**src/pkg/clk_mode_pkg.sv**
```systemverilog
// Constants and types shared by the clock and operating-mode controller
package clk_mode_pkg;
    // Register byte offsets
    localparam logic [7:0] SYSCLK_CTRL_OFFSET = 8'h00;
    localparam logic [7:0] FAST_OSC_CTRL_OFFSET = 8'h04;
    localparam logic [7:0] MODE_STATUS_OFFSET = 8'h08;
    // Field positions
    localparam int SEL_LSB = 5;
    localparam int FAST_KEEP_BIT = 1;
    localparam int SLOW_KEEP_BIT = 0;
    localparam int FREQ_LSB = 2;
    localparam int STABLE_BIT = 1;
    localparam int FAST_EN_BIT = 0;
    // Reset values
    localparam logic [7:0] SYSCLK_CTRL_RESET = 8'h40;
    localparam logic [7:0] FAST_OSC_CTRL_RESET = 8'h01;
    // Encodings
    localparam logic [2:0] SEL_SUB_CLOCK = 3'h7;
    localparam logic [1:0] FREQ_16MHZ = 2'h1;
    localparam logic [1:0] FREQ_20MHZ = 2'h2;
    // Timing
    localparam int CLK_HZ = 20_000_000;
    localparam int CLK_PERIOD_NS = 50;
    localparam int SLOW_OSC_HZ = 32_000;
    localparam int SLOW_DIV_CYCLES = CLK_HZ / SLOW_OSC_HZ;
    localparam int FAST_SETTLE_NS = 1000;
    localparam int FAST_SETTLE_CYCLES = (FAST_SETTLE_NS + CLK_PERIOD_NS - 1) / CLK_PERIOD_NS;
    localparam int FAST16_PATTERN_LEN = 5;
    localparam int FAST_DIV_WIDTH = 6;

    typedef enum logic [2:0] {
        MODE_FAST = 3'b000,
        MODE_SLOW = 3'b001,
        MODE_SLEEP = 3'b010,
        MODE_IDLE_SUB_ONLY = 3'b011,
        MODE_IDLE_BOTH_OSC = 3'b100,
        MODE_IDLE_FAST_ONLY = 3'b101
    } mode_t;
endpackage

```
**src/verilog/sysclk_gen.sv**
```systemverilog
// System clock enable generator with boundary-aligned source switching
`timescale 1ns/10ps
`default_nettype none
module sysclk_gen (
    // Clock and reset
    input wire logic pclk,
    input wire logic presetn,
    // Source ticks
    input wire logic fast_tick,
    input wire logic sub_tick,
    // Control
    input wire logic [2:0] select,
    input wire logic gate,
    // Result
    output logic sysclk_pulse
);
    import clk_mode_pkg::*;

    logic [FAST_DIV_WIDTH-1:0] div_cnt;
    logic [2:0] active_sel;

    function automatic logic div_hit(input logic [FAST_DIV_WIDTH-1:0] cnt,
                                     input logic [2:0] sel);
        logic [FAST_DIV_WIDTH-1:0] mask;
        mask = ~({FAST_DIV_WIDTH{1'b1}} << sel);
        return (cnt & mask) == mask;
    endfunction

    wire logic on_sub = (active_sel == SEL_SUB_CLOCK);
    wire logic src_pulse = on_sub ? sub_tick : (fast_tick && div_hit(div_cnt, active_sel));
    // A new source or ratio is taken only at the end of a whole period
    wire logic take_new = src_pulse && (select != active_sel);

    always_ff @(posedge pclk or negedge presetn) begin
        if (!presetn) begin
            div_cnt <= '0;
            active_sel <= SYSCLK_CTRL_RESET[SEL_LSB +: 3];
            sysclk_pulse <= 1'b0;
        end else begin
            if (take_new) begin
                div_cnt <= '0;
                active_sel <= select;
            end else if (fast_tick) begin
                div_cnt <= div_cnt + 1'b1;
            end
            sysclk_pulse <= src_pulse && gate;
        end
    end
endmodule // sysclk_gen
`default_nettype wire

```
**src/verilog/system_clock_mode_control.sv**
```systemverilog
// System clock selection and operating-mode control with APB registers
//
// Functional notes
// - Fast clock from internal RC at 16 or 20 MHz, fixed by configuration.
// - Sub-clock comes from a slow internal RC oscillator near 32 kHz.
// - Select codes 000 to 110: FAST mode, fast clock divided 1 to 64.
// - Select code 111: SLOW mode, system clock from the sub-clock.
// - FAST and SLOW run CPU, sub and slow clocks; FAST keeps fast clock.
// - In SLOW the fast oscillator runs or stops per its enable bit.
// - Oscillators also clock the watchdog and the time base unit.
// - Halt with both keep bits 0 enters SLEEP; all clocks but slow stop.
// - In SLEEP slow oscillator runs only when the watchdog is enabled.
// - Halt, fast keep 0, slow keep 1: sub-only idle, sysclk only if 111.
// - Halt, both keep bits 1: both-osc idle, system clock always runs.
// - Halt, fast keep 1, slow keep 0: fast-only idle, sysclk only if not 111.
// - Enabling the fast oscillator clears stable flag until it settles.
`timescale 1ns/10ps
`default_nettype none
module system_clock_mode_control #(
    parameter bit FAST_CFG_20MHZ = 1'b1
) (
    // Clock and reset
    input wire logic pclk,
    input wire logic presetn,
    // APB slave
    input wire logic [7:0] paddr,
    input wire logic psel,
    input wire logic penable,
    input wire logic pwrite,
    input wire logic [31:0] pwdata,
    output logic [31:0] prdata,
    output logic pready,
    output logic pslverr,
    // CPU and watchdog side
    input wire logic halt_req,
    input wire logic wake_req,
    input wire logic watchdog_enable,
    // Clock enables and status
    output logic cpu_run,
    output logic system_clock_en,
    output logic fast_clock_en,
    output logic sub_clock_en,
    output logic slow_osc_clock_en,
    output logic watchdog_clock_en,
    output logic timebase_clock_en,
    output clk_mode_pkg::mode_t mode
);
    import clk_mode_pkg::*;

    // ------------------------------------------------------------
    // Registers and state
    // ------------------------------------------------------------
    logic [2:0] sysclk_select;
    logic fast_osc_idle_keep;
    logic slow_osc_idle_keep;
    logic [1:0] fast_osc_freq_select;
    logic fast_osc_enable;
    logic fast_osc_stable_flag;
    logic [7:0] settle_cnt;
    logic fast_on_q;
    logic [2:0] fast_phase;
    logic [9:0] slow_cnt;
    mode_t next_mode;
    logic sys_pulse;

    // ------------------------------------------------------------
    // APB decode
    // ------------------------------------------------------------
    wire logic setup_phase = psel && !penable;
    wire logic access_done = psel && penable && pready;
    wire logic hit_sysclk = (paddr == SYSCLK_CTRL_OFFSET);
    wire logic hit_fast = (paddr == FAST_OSC_CTRL_OFFSET);
    wire logic hit_mode = (paddr == MODE_STATUS_OFFSET);
    wire logic hit_any = hit_sysclk || hit_fast || hit_mode;
    wire logic wr_sysclk = access_done && pwrite && hit_sysclk;
    wire logic wr_fast = access_done && pwrite && hit_fast;

    wire logic [7:0] sysclk_view = {sysclk_select, 3'h0, fast_osc_idle_keep,
                                    slow_osc_idle_keep};
    wire logic [7:0] fast_view = {4'h0, fast_osc_freq_select, fast_osc_stable_flag,
                                  fast_osc_enable};
    wire logic [31:0] read_mux = hit_sysclk ? {24'h0, sysclk_view} :
                                 hit_fast ? {24'h0, fast_view} :
                                 hit_mode ? {29'h0, mode} : 32'h0;

    // ------------------------------------------------------------
    // Oscillator control
    // ------------------------------------------------------------
    wire logic in_run = (mode == MODE_FAST) || (mode == MODE_SLOW);
    // The fast oscillator always runs in FAST; in SLOW its enable decides
    wire logic fast_osc_on = (mode == MODE_FAST)
                             || (mode == MODE_SLOW && fast_osc_enable)
                             || (mode == MODE_IDLE_BOTH_OSC)
                             || (mode == MODE_IDLE_FAST_ONLY);
    // Changing frequency or re-enabling restarts the settle wait
    wire logic freq_change = wr_fast && (pwdata[FREQ_LSB +: 2] != fast_osc_freq_select);
    wire logic en_rise = wr_fast && pwdata[FAST_EN_BIT] && !fast_osc_enable;
    wire logic settle_restart = (fast_osc_on && !fast_on_q) || freq_change || en_rise;
    // 16 MHz from a 20 MHz clock: four ticks in every five cycles
    wire logic fast_tick = fast_osc_on && fast_osc_stable_flag
                           && (FAST_CFG_20MHZ || fast_phase != 3'(FAST16_PATTERN_LEN - 1));
    // Slow oscillator stops in SLEEP unless the watchdog needs it
    wire logic slow_osc_on = !(mode == MODE_SLEEP && !watchdog_enable);
    wire logic slow_tick = slow_osc_on && (slow_cnt == 10'h000);
    wire logic sub_on = in_run || (mode == MODE_IDLE_SUB_ONLY)
                        || (mode == MODE_IDLE_BOTH_OSC);
    wire logic sub_tick = slow_tick && sub_on;
    wire logic sel_sub = (sysclk_select == SEL_SUB_CLOCK);
    wire logic sys_gate = in_run || (mode == MODE_IDLE_BOTH_OSC)
                          || (mode == MODE_IDLE_SUB_ONLY && sel_sub)
                          || (mode == MODE_IDLE_FAST_ONLY && !sel_sub);

    // ------------------------------------------------------------
    // Mode sequencing
    // ------------------------------------------------------------
    wire mode_t run_mode = sel_sub ? MODE_SLOW : MODE_FAST;
    wire logic [1:0] keep_bits = {fast_osc_idle_keep, slow_osc_idle_keep};

    always_comb begin
        next_mode = mode;
        case (mode)
            MODE_FAST, MODE_SLOW: begin
                if (halt_req) begin
                    case (keep_bits)
                        2'b00: next_mode = MODE_SLEEP;
                        2'b01: next_mode = MODE_IDLE_SUB_ONLY;
                        2'b11: next_mode = MODE_IDLE_BOTH_OSC;
                        default: next_mode = MODE_IDLE_FAST_ONLY;
                    endcase
                end else begin
                    next_mode = run_mode;
                end
            end
            MODE_SLEEP, MODE_IDLE_SUB_ONLY, MODE_IDLE_BOTH_OSC, MODE_IDLE_FAST_ONLY: begin
                if (wake_req) begin
                    next_mode = run_mode;
                end
            end
            default: next_mode = run_mode;
        endcase
    end

    // ------------------------------------------------------------
    // System clock generator
    // ------------------------------------------------------------
    sysclk_gen u_sysclk_gen (
        .pclk(pclk),
        .presetn(presetn),
        .fast_tick(fast_tick),
        .sub_tick(sub_tick),
        .select(sysclk_select),
        .gate(sys_gate),
        .sysclk_pulse(sys_pulse)
    );

    // ------------------------------------------------------------
    // Sequential logic
    // ------------------------------------------------------------
    always_ff @(posedge pclk or negedge presetn) begin
        if (!presetn) begin
            pready <= 1'b0;
            pslverr <= 1'b0;
            prdata <= 32'h0;
        end else begin
            // One access cycle: ready is raised for the cycle after setup
            pready <= setup_phase;
            pslverr <= setup_phase && !hit_any;
            if (setup_phase) begin
                prdata <= read_mux;
            end
        end
    end

    always_ff @(posedge pclk or negedge presetn) begin
        if (!presetn) begin
            sysclk_select <= SYSCLK_CTRL_RESET[SEL_LSB +: 3];
            fast_osc_idle_keep <= SYSCLK_CTRL_RESET[FAST_KEEP_BIT];
            slow_osc_idle_keep <= SYSCLK_CTRL_RESET[SLOW_KEEP_BIT];
            fast_osc_freq_select <= FAST_OSC_CTRL_RESET[FREQ_LSB +: 2];
            fast_osc_enable <= FAST_OSC_CTRL_RESET[FAST_EN_BIT];
        end else begin
            if (wr_sysclk) begin
                sysclk_select <= pwdata[SEL_LSB +: 3];
                fast_osc_idle_keep <= pwdata[FAST_KEEP_BIT];
                slow_osc_idle_keep <= pwdata[SLOW_KEEP_BIT];
            end
            // Frequency select is stored as written; matching it to the
            // configuration option is software's duty
            if (wr_fast) begin
                fast_osc_freq_select <= pwdata[FREQ_LSB +: 2];
                fast_osc_enable <= pwdata[FAST_EN_BIT];
            end
        end
    end

    always_ff @(posedge pclk or negedge presetn) begin
        if (!presetn) begin
            fast_on_q <= 1'b0;
            settle_cnt <= 8'h00;
            fast_osc_stable_flag <= 1'b0;
            fast_phase <= 3'h0;
            slow_cnt <= 10'h000;
        end else begin
            fast_on_q <= fast_osc_on;
            if (!fast_osc_on || settle_restart) begin
                fast_osc_stable_flag <= 1'b0;
                settle_cnt <= 8'(FAST_SETTLE_CYCLES);
            end else if (settle_cnt != 8'h00) begin
                settle_cnt <= settle_cnt - 8'h01;
                fast_osc_stable_flag <= (settle_cnt == 8'h01);
            end
            if (fast_phase == 3'(FAST16_PATTERN_LEN - 1)) begin
                fast_phase <= 3'h0;
            end else begin
                fast_phase <= fast_phase + 3'h1;
            end
            if (!slow_osc_on || slow_cnt == 10'(SLOW_DIV_CYCLES - 1)) begin
                slow_cnt <= 10'h000;
            end else begin
                slow_cnt <= slow_cnt + 10'h001;
            end
        end
    end

    always_ff @(posedge pclk or negedge presetn) begin
        if (!presetn) begin
            mode <= MODE_FAST;
            cpu_run <= 1'b1;
            system_clock_en <= 1'b0;
            fast_clock_en <= 1'b0;
            sub_clock_en <= 1'b0;
            slow_osc_clock_en <= 1'b0;
            watchdog_clock_en <= 1'b0;
            timebase_clock_en <= 1'b0;
        end else begin
            mode <= next_mode;
            cpu_run <= (next_mode == MODE_FAST) || (next_mode == MODE_SLOW);
            system_clock_en <= sys_pulse;
            fast_clock_en <= fast_tick;
            sub_clock_en <= sub_tick;
            slow_osc_clock_en <= slow_tick;
            watchdog_clock_en <= slow_tick;
            timebase_clock_en <= fast_osc_on ? fast_tick : slow_tick;
        end
    end
endmodule // system_clock_mode_control
`default_nettype wire
```
**config.mk**
```make
export PLATFORM = sky130hd
export DESIGN_NAME = system_clock_mode_control
export DESIGN_NICKNAME = d
export VERILOG_FILES = /design/src/pkg/clk_mode_pkg.sv /design/src/verilog/sysclk_gen.sv /design/src/verilog/system_clock_mode_control.sv
export SDC_FILE = /design/constraint.sdc
export NUM_CORES = 1
export LEC_CHECK = 0
export BUFFER_PORTS_ARGS = -buffer_cell sky130_fd_sc_hd__buf_2
export CAP_MARGIN = 20
export CORE_MARGIN = 4
export CORE_UTILIZATION = 55
export DETAILED_ROUTE_END_ITERATION = 16
export GPL_ROUTABILITY_DRIVEN = 0
export MAX_ROUTING_LAYER = met4
export PLACE_DENSITY = 0.9
export SLEW_MARGIN = 20
export SYNTH_ARGS = -nofsm -noshare
export SYNTH_HDL_FRONTEND = slang
export SYNTH_SLANG_ARGS = --single-unit
```
**constraint.sdc**
```tcl
create_clock -name pclk -period 3.5 [get_ports pclk]
set_input_delay 0.7 -clock pclk [delete_from_list [all_inputs] [get_ports pclk]]
set_output_delay 0.7 -clock pclk [all_outputs]
set_load 0.01 [all_outputs]
```
### After elaboration in Yosys (flattened, before gate mapping)

Index checks and enable logic that the tools add are counted.

| word-level totals | value |
|---|---|
| register bits | 81 |
| bits of input ports | 48 |
| output and inout bits | 44 |
| logic and storage cells | 117 |

| cells by class | value |
|---|---|
| $add $sub $neg | 3 |
| equality and inequality tests | 17 |
| shift-type cells | 1 |
| mux-type cells | 17 |
| bitwise operators | 2 |
| reductions and logical operators | 55 |

Operators by type and width:

| kind | number |
|---|---|
| $mux W8 | 3 |
| $logic_and A1 B1 Y1 | 21 |
| $logic_or A1 B1 Y1 | 16 |
| $eq A3 B3 Y1 const B | 4 |
| $mux W6 | 2 |
| $add A10 B1 Y10 const B | 1 |
| $eq A10 B10 Y1 const B | 1 |
| $logic_not A10 Y1 | 1 |
| $mux W10 | 1 |
| $mux W3 | 3 |
| $pmux W3 S3 | 1 |
| $eq A8 B1 Y1 const B | 1 |
| $eq A8 B3 Y1 const B | 1 |
| $eq A8 B4 Y1 const B | 1 |
| $logic_not A1 Y1 | 8 |
| $logic_not A8 Y1 | 1 |
| $reduce_bool A8 Y1 | 1 |
| $sub A8 B1 Y8 const B | 1 |
| $add A6 B1 Y6 const B | 1 |
| $and A6 B6 Y6 | 1 |
| $eq A3 B1 Y1 const B | 2 |
| $eq A3 B2 Y1 const B | 2 |
| $eq A6 B6 Y1 | 1 |
| $logic_not A3 Y1 | 2 |
| other kinds (13) | 18 |

### Depth between registers and ports, before layout

| depth | value |
|---|---|
| depth after elaboration | 10 |
| depth in mapped cells | 7 |
| gate-level depth less buffers | 7 |

### Cells and area by module

Synthesis repeated with hierarchy kept, for this count alone.

| unflattened totals | value |
|---|---|
| cells, all modules | 295 |
| area total of the unflattened synthesis | 3016.6 sq um |

By module, submodules not included:

| module | instances | cells each | area each (sq um) | seq. area each (sq um) |
|---|---|---|---|---|
| system_clock_mode_control | 1 | 246 | 2481.1 | 1154.9 |
| sysclk_gen | 1 | 49 | 535.5 | 251.5 |

### Worst setup path before layout

No wires, ideal clock.

| timing | value |
|---|---|
| kind | reg2reg |
| start | register slow_cnt[0] |
| end | register u_sysclk_gen.active_sel[1] |
| setup time | 0.082 ns |
| arrival | 2.277 ns |
| required time | 3.418 ns |
| setup slack | 1.140 ns |
| stages on the path, launching flop included | 8 |
| path buffers | 0 |
| period minus slack after synthesis | 2.360 ns |
| cell sequence | dfrtp_1 -> inv_1 -> ha_1 -> or4b_4 -> or4_4 -> nor3_4 -> o32a_4 -> mux2_4 |

| between the ends | value |
|---|---|
| word-level cells in the longest chain between the ends | 5 |

Ends and longest elaborated chain:

| element | RTL line | source |
|---|---|---|
| from (decl) | system_clock_mode_control.sv:62 | `logic [9:0] slow_cnt;` |
| from (signal assigned) | system_clock_mode_control.sv:220 | `slow_cnt <= slow_cnt + 10'h001;` |
| $logic_not A10 Y1 | system_clock_mode_control.sv:104 | `wire logic slow_tick = slow_osc_on && (slow_cnt == 10'h000);` |
| $logic_and A1 B1 Y1 | system_clock_mode_control.sv:104 |  |
| $logic_and A1 B1 Y1 | system_clock_mode_control.sv:107 | `wire logic sub_tick = slow_tick && sub_on;` |
| $mux W1 | sysclk_gen.sv:30 | `wire logic src_pulse = on_sub ? sub_tick : (fast_tick && div_hit(div_cnt, active_sel));` |
| $logic_and A1 B1 Y1 | sysclk_gen.sv:32 | `wire logic take_new = src_pulse && (select != active_sel);` |
| to (signal assigned) | sysclk_gen.sv:37 | `active_sel <= SYSCLK_CTRL_RESET[SEL_LSB +: 3];` |
| to (signal assigned) | sysclk_gen.sv:42 | `active_sel <= select;` |
| to (decl) | sysclk_gen.sv:20 | `logic [2:0] active_sel;` |

No other way between the ends.
A chain may end at the register's enable or synchronous reset.

### Final worst setup path

Ends and elaborated chain as after synthesis.

==> metrics <==
n_diodes 0; grt ovf 0; DRT Wirelength 5650 µm; Setup WS post-layout 1.02 ns; post-cts hold buffer count 0; worst hold slack 0.375 ns; clk_lat worst skew 0.32 ns; top-count cell post-synth dfrtp_1; outcome finished, final reports clean; Root Driver clkbuf_8; drt via density 5.28; Iteration-0 DRC Markers 157; Req. time, crit path 3.76 ns; CTS sink cnt 56; Lkg Pwr 1.62 nW; Synth Area in Adders 0.0463; critical path's slowest cell or4_4; Die Span X 81.5 µm; Clock Path Buffers 2; drt first pass iters 4; Die Y 81.5 µm; largest net degree at the start of global routing 38; Pwr Total 1.72 mW; TNS Setup 0 ns; endpoint class of the critical path register; internal cell power 1.13 mW; Vias 2158; worst-path fanout max 7; residual DRC count 0; IO Count 92; PortBufs 41; Max-cap violations 0; first-pass GRT wire length 9600 µm; clock transition at the registers of the reported paths 0.10 ns; CP delay by family, top simple AND/OR/NAND/NOR gates; Post-CTS Setup Repair Bufs 0; CTS tree yes; H-tree levels 2; top-area cell type share of the netlist area 0.438; area fraction in compound gates after synthesis 0.0804; critical path buffer and inverter count 1; pwr/cell area 531 mW/mm²; Starting Density 0.575; clock network power share 0.206; proportion of synthesized area in mux cells 0.0463; Final Max Tran Viols 0; gr usage total 0.197; Final Critical Period 2.48 ns; worst IR drop on VDD 0.297 mV; Rows 26; Synth area leader dfrtp_1; Async SR Flop Fraction 1.00; switching power 0.593 mW; CP Cell Sequence inv_1 -> ha_1 -> or4b_4 -> or4_4 -> nor3_4 -> o32a_4 -> mux2_4; detailed placement HPWL 4270 µm; DR WL/cell 13.8 µm; Synth area leaders dfrtp_1, buf_4, nor2_1, ha_1, xor2_1; CP startpoint kind register; Simple-Gate Fraction of Synth Area 0.197; Die ar. 0.00665 mm²; max incr delay on CP 0.58 ns; worst-margin pin slew 0.800 ns; XOR/XNOR share of the synthesized area 0.0648; layout cells sized above 1 0.212; period utilization 0.708; top cells by count, synth dfrtp_1, nor2_1, buf_4, nand2_1, xor2_1; combinational share of power 0.254; Final setup viols 0; Synth Instances 296; number of nets in the layout 397; Yosys reg bits 56; Final Hold Viols 0; P&R area growth vs syn 9.13%; main combinational cell family by area after synthesis simple AND/OR/NAND/NOR gates; Rel. slew slack 0.467; EDFF count, synth 0; core region area 0.00517 mm²; sequential-to-total area share from yosys stat 0.473; Antenna Nets Post-Route 0; post-synthesis cell area 0.00297 mm²; antenna violations before repair 0; cts bufs inserted 5; RSZ-0062 raised after global routing false; DP Cell Count 401; Post-CTS Resized 0; CP Data Arrival Time 2.74 ns; Final Util 0.627; post-synth cell types 50; vias in the first global route 2188; Post-synth top flop dfrtp_1; Fin Clk Skew 0.0103 ns; fmax 403 MHz; net switching share of the total power 0.344; Avg Inst Size Synth 10.0 µm²; Worst Hold Class reg2reg; fin cells 409; Fill cells 430; placed cell area 0.00315 mm²; synth warn 0; Seq pwr share 0.540; Place WS 0.924 ns; kind of critical path reg2reg; Final Cell Area 0.00325 mm²
==> routing by layer <==
metal,global-route usage,wire length (µm)
met5,-,0
met4,0.105,135
met3,0.0307,335
met2,0.333,2950
met1,0.224,2230
==> final cells by class <==
type                            instances  area, µm²  share of cell area
Clock inverter                          3       22.5             0.00694
Inverter                               14       52.6              0.0162
Timing Repair Buffer                   43        220              0.0678
Tap cell                               70       87.6              0.0270
Sequential cell                        56       1410               0.433
Multi-Input combinational cell        218       1390               0.428
Clock buffer                            5       68.8              0.0212
==> final timing paths <==
path                                                 from  slack (ns)  cells after the start                         end
worst max-delay path                          slow_cnt[0]        1.02                      7  u_sysclk_gen.active_sel[1]
worst min-delay path            u_sysclk_gen.sysclk_pulse        0.38                      0             system_clock_en
worst max register to register                slow_cnt[0]        1.02                      7  u_sysclk_gen.active_sel[1]
worst min register to register  u_sysclk_gen.sysclk_pulse        0.38                      0             system_clock_en
max in group asynchronous                         presetn        2.23                      2                     cpu_run
min in group asynchronous                         presetn        0.46                      1                     mode[0]
==> state kept, by name, indices dropped and copies added (netlist names), 2 cells and up <==
| signal | cells |
|---|---|
| fast_osc_freq_select | 2 |
| mode | 3 |
| prdata | 7 |
| settle_cnt | 8 |
| slow_cnt | 10 |
| sysclk_select | 3 |
| u_sysclk_gen.active_sel | 3 |
| u_sysclk_gen.div_cnt | 6 |
==> worst register-to-register path, stage by stage (launching register included) <==
cell and delay (ns):
dfrtp_1 0.42, inv_1 0.07, ha_1 0.12, or4b_4 0.46
or4_4 0.58, nor3_4 0.23, o32a_4 0.24, mux2_4 0.30
==> power by group through the flow <==
stage / Clock, mW / Sequential [mW] / Combinational, mW
final: 0.355 / 0.930 / 0.438
after global routing: 0.399 / 0.955 / 0.511
after CTS: 0.372 / 0.928 / 0.446
after detailed placement: 0 / 0.939 / 0.445
after global placement: 0 / 0.929 / 0.417
after floorplan: 0 / 0.900 / 0.377
==> layout by cell type, fill, tap and decap left out, drive strengths merged, types with 7 or more instances in the layout <==
cell type | synthesis | layout
xor2 | 14 | 14
nor2 | 38 | 38
ha | 11 | 11
conb | 1 | 25
xnor2 | 8 | 8
nand3 | 13 | 13
dfrtp | 52 | 52
mux2 | 8 | 8
inv | 13 | 14
a21oi | 7 | 7
nand2 | 24 | 24
nor2b | 8 | 8
buf | 26 | 43
==> logic make-up (layout without fill, tap and decap cells) <==
kind of cell               after synthesis  in the layout
DFF                                     56             56
adders and majority gates               11             11
xor gates and xnor gates                22             22
other                                    1             25
buffers and inverters                   46             65
and+or+nand+nor                        116            116
AOI/OAI and AO/OA                       32             32
muxes                                   12             12
(Power assumes the default switching activity.)
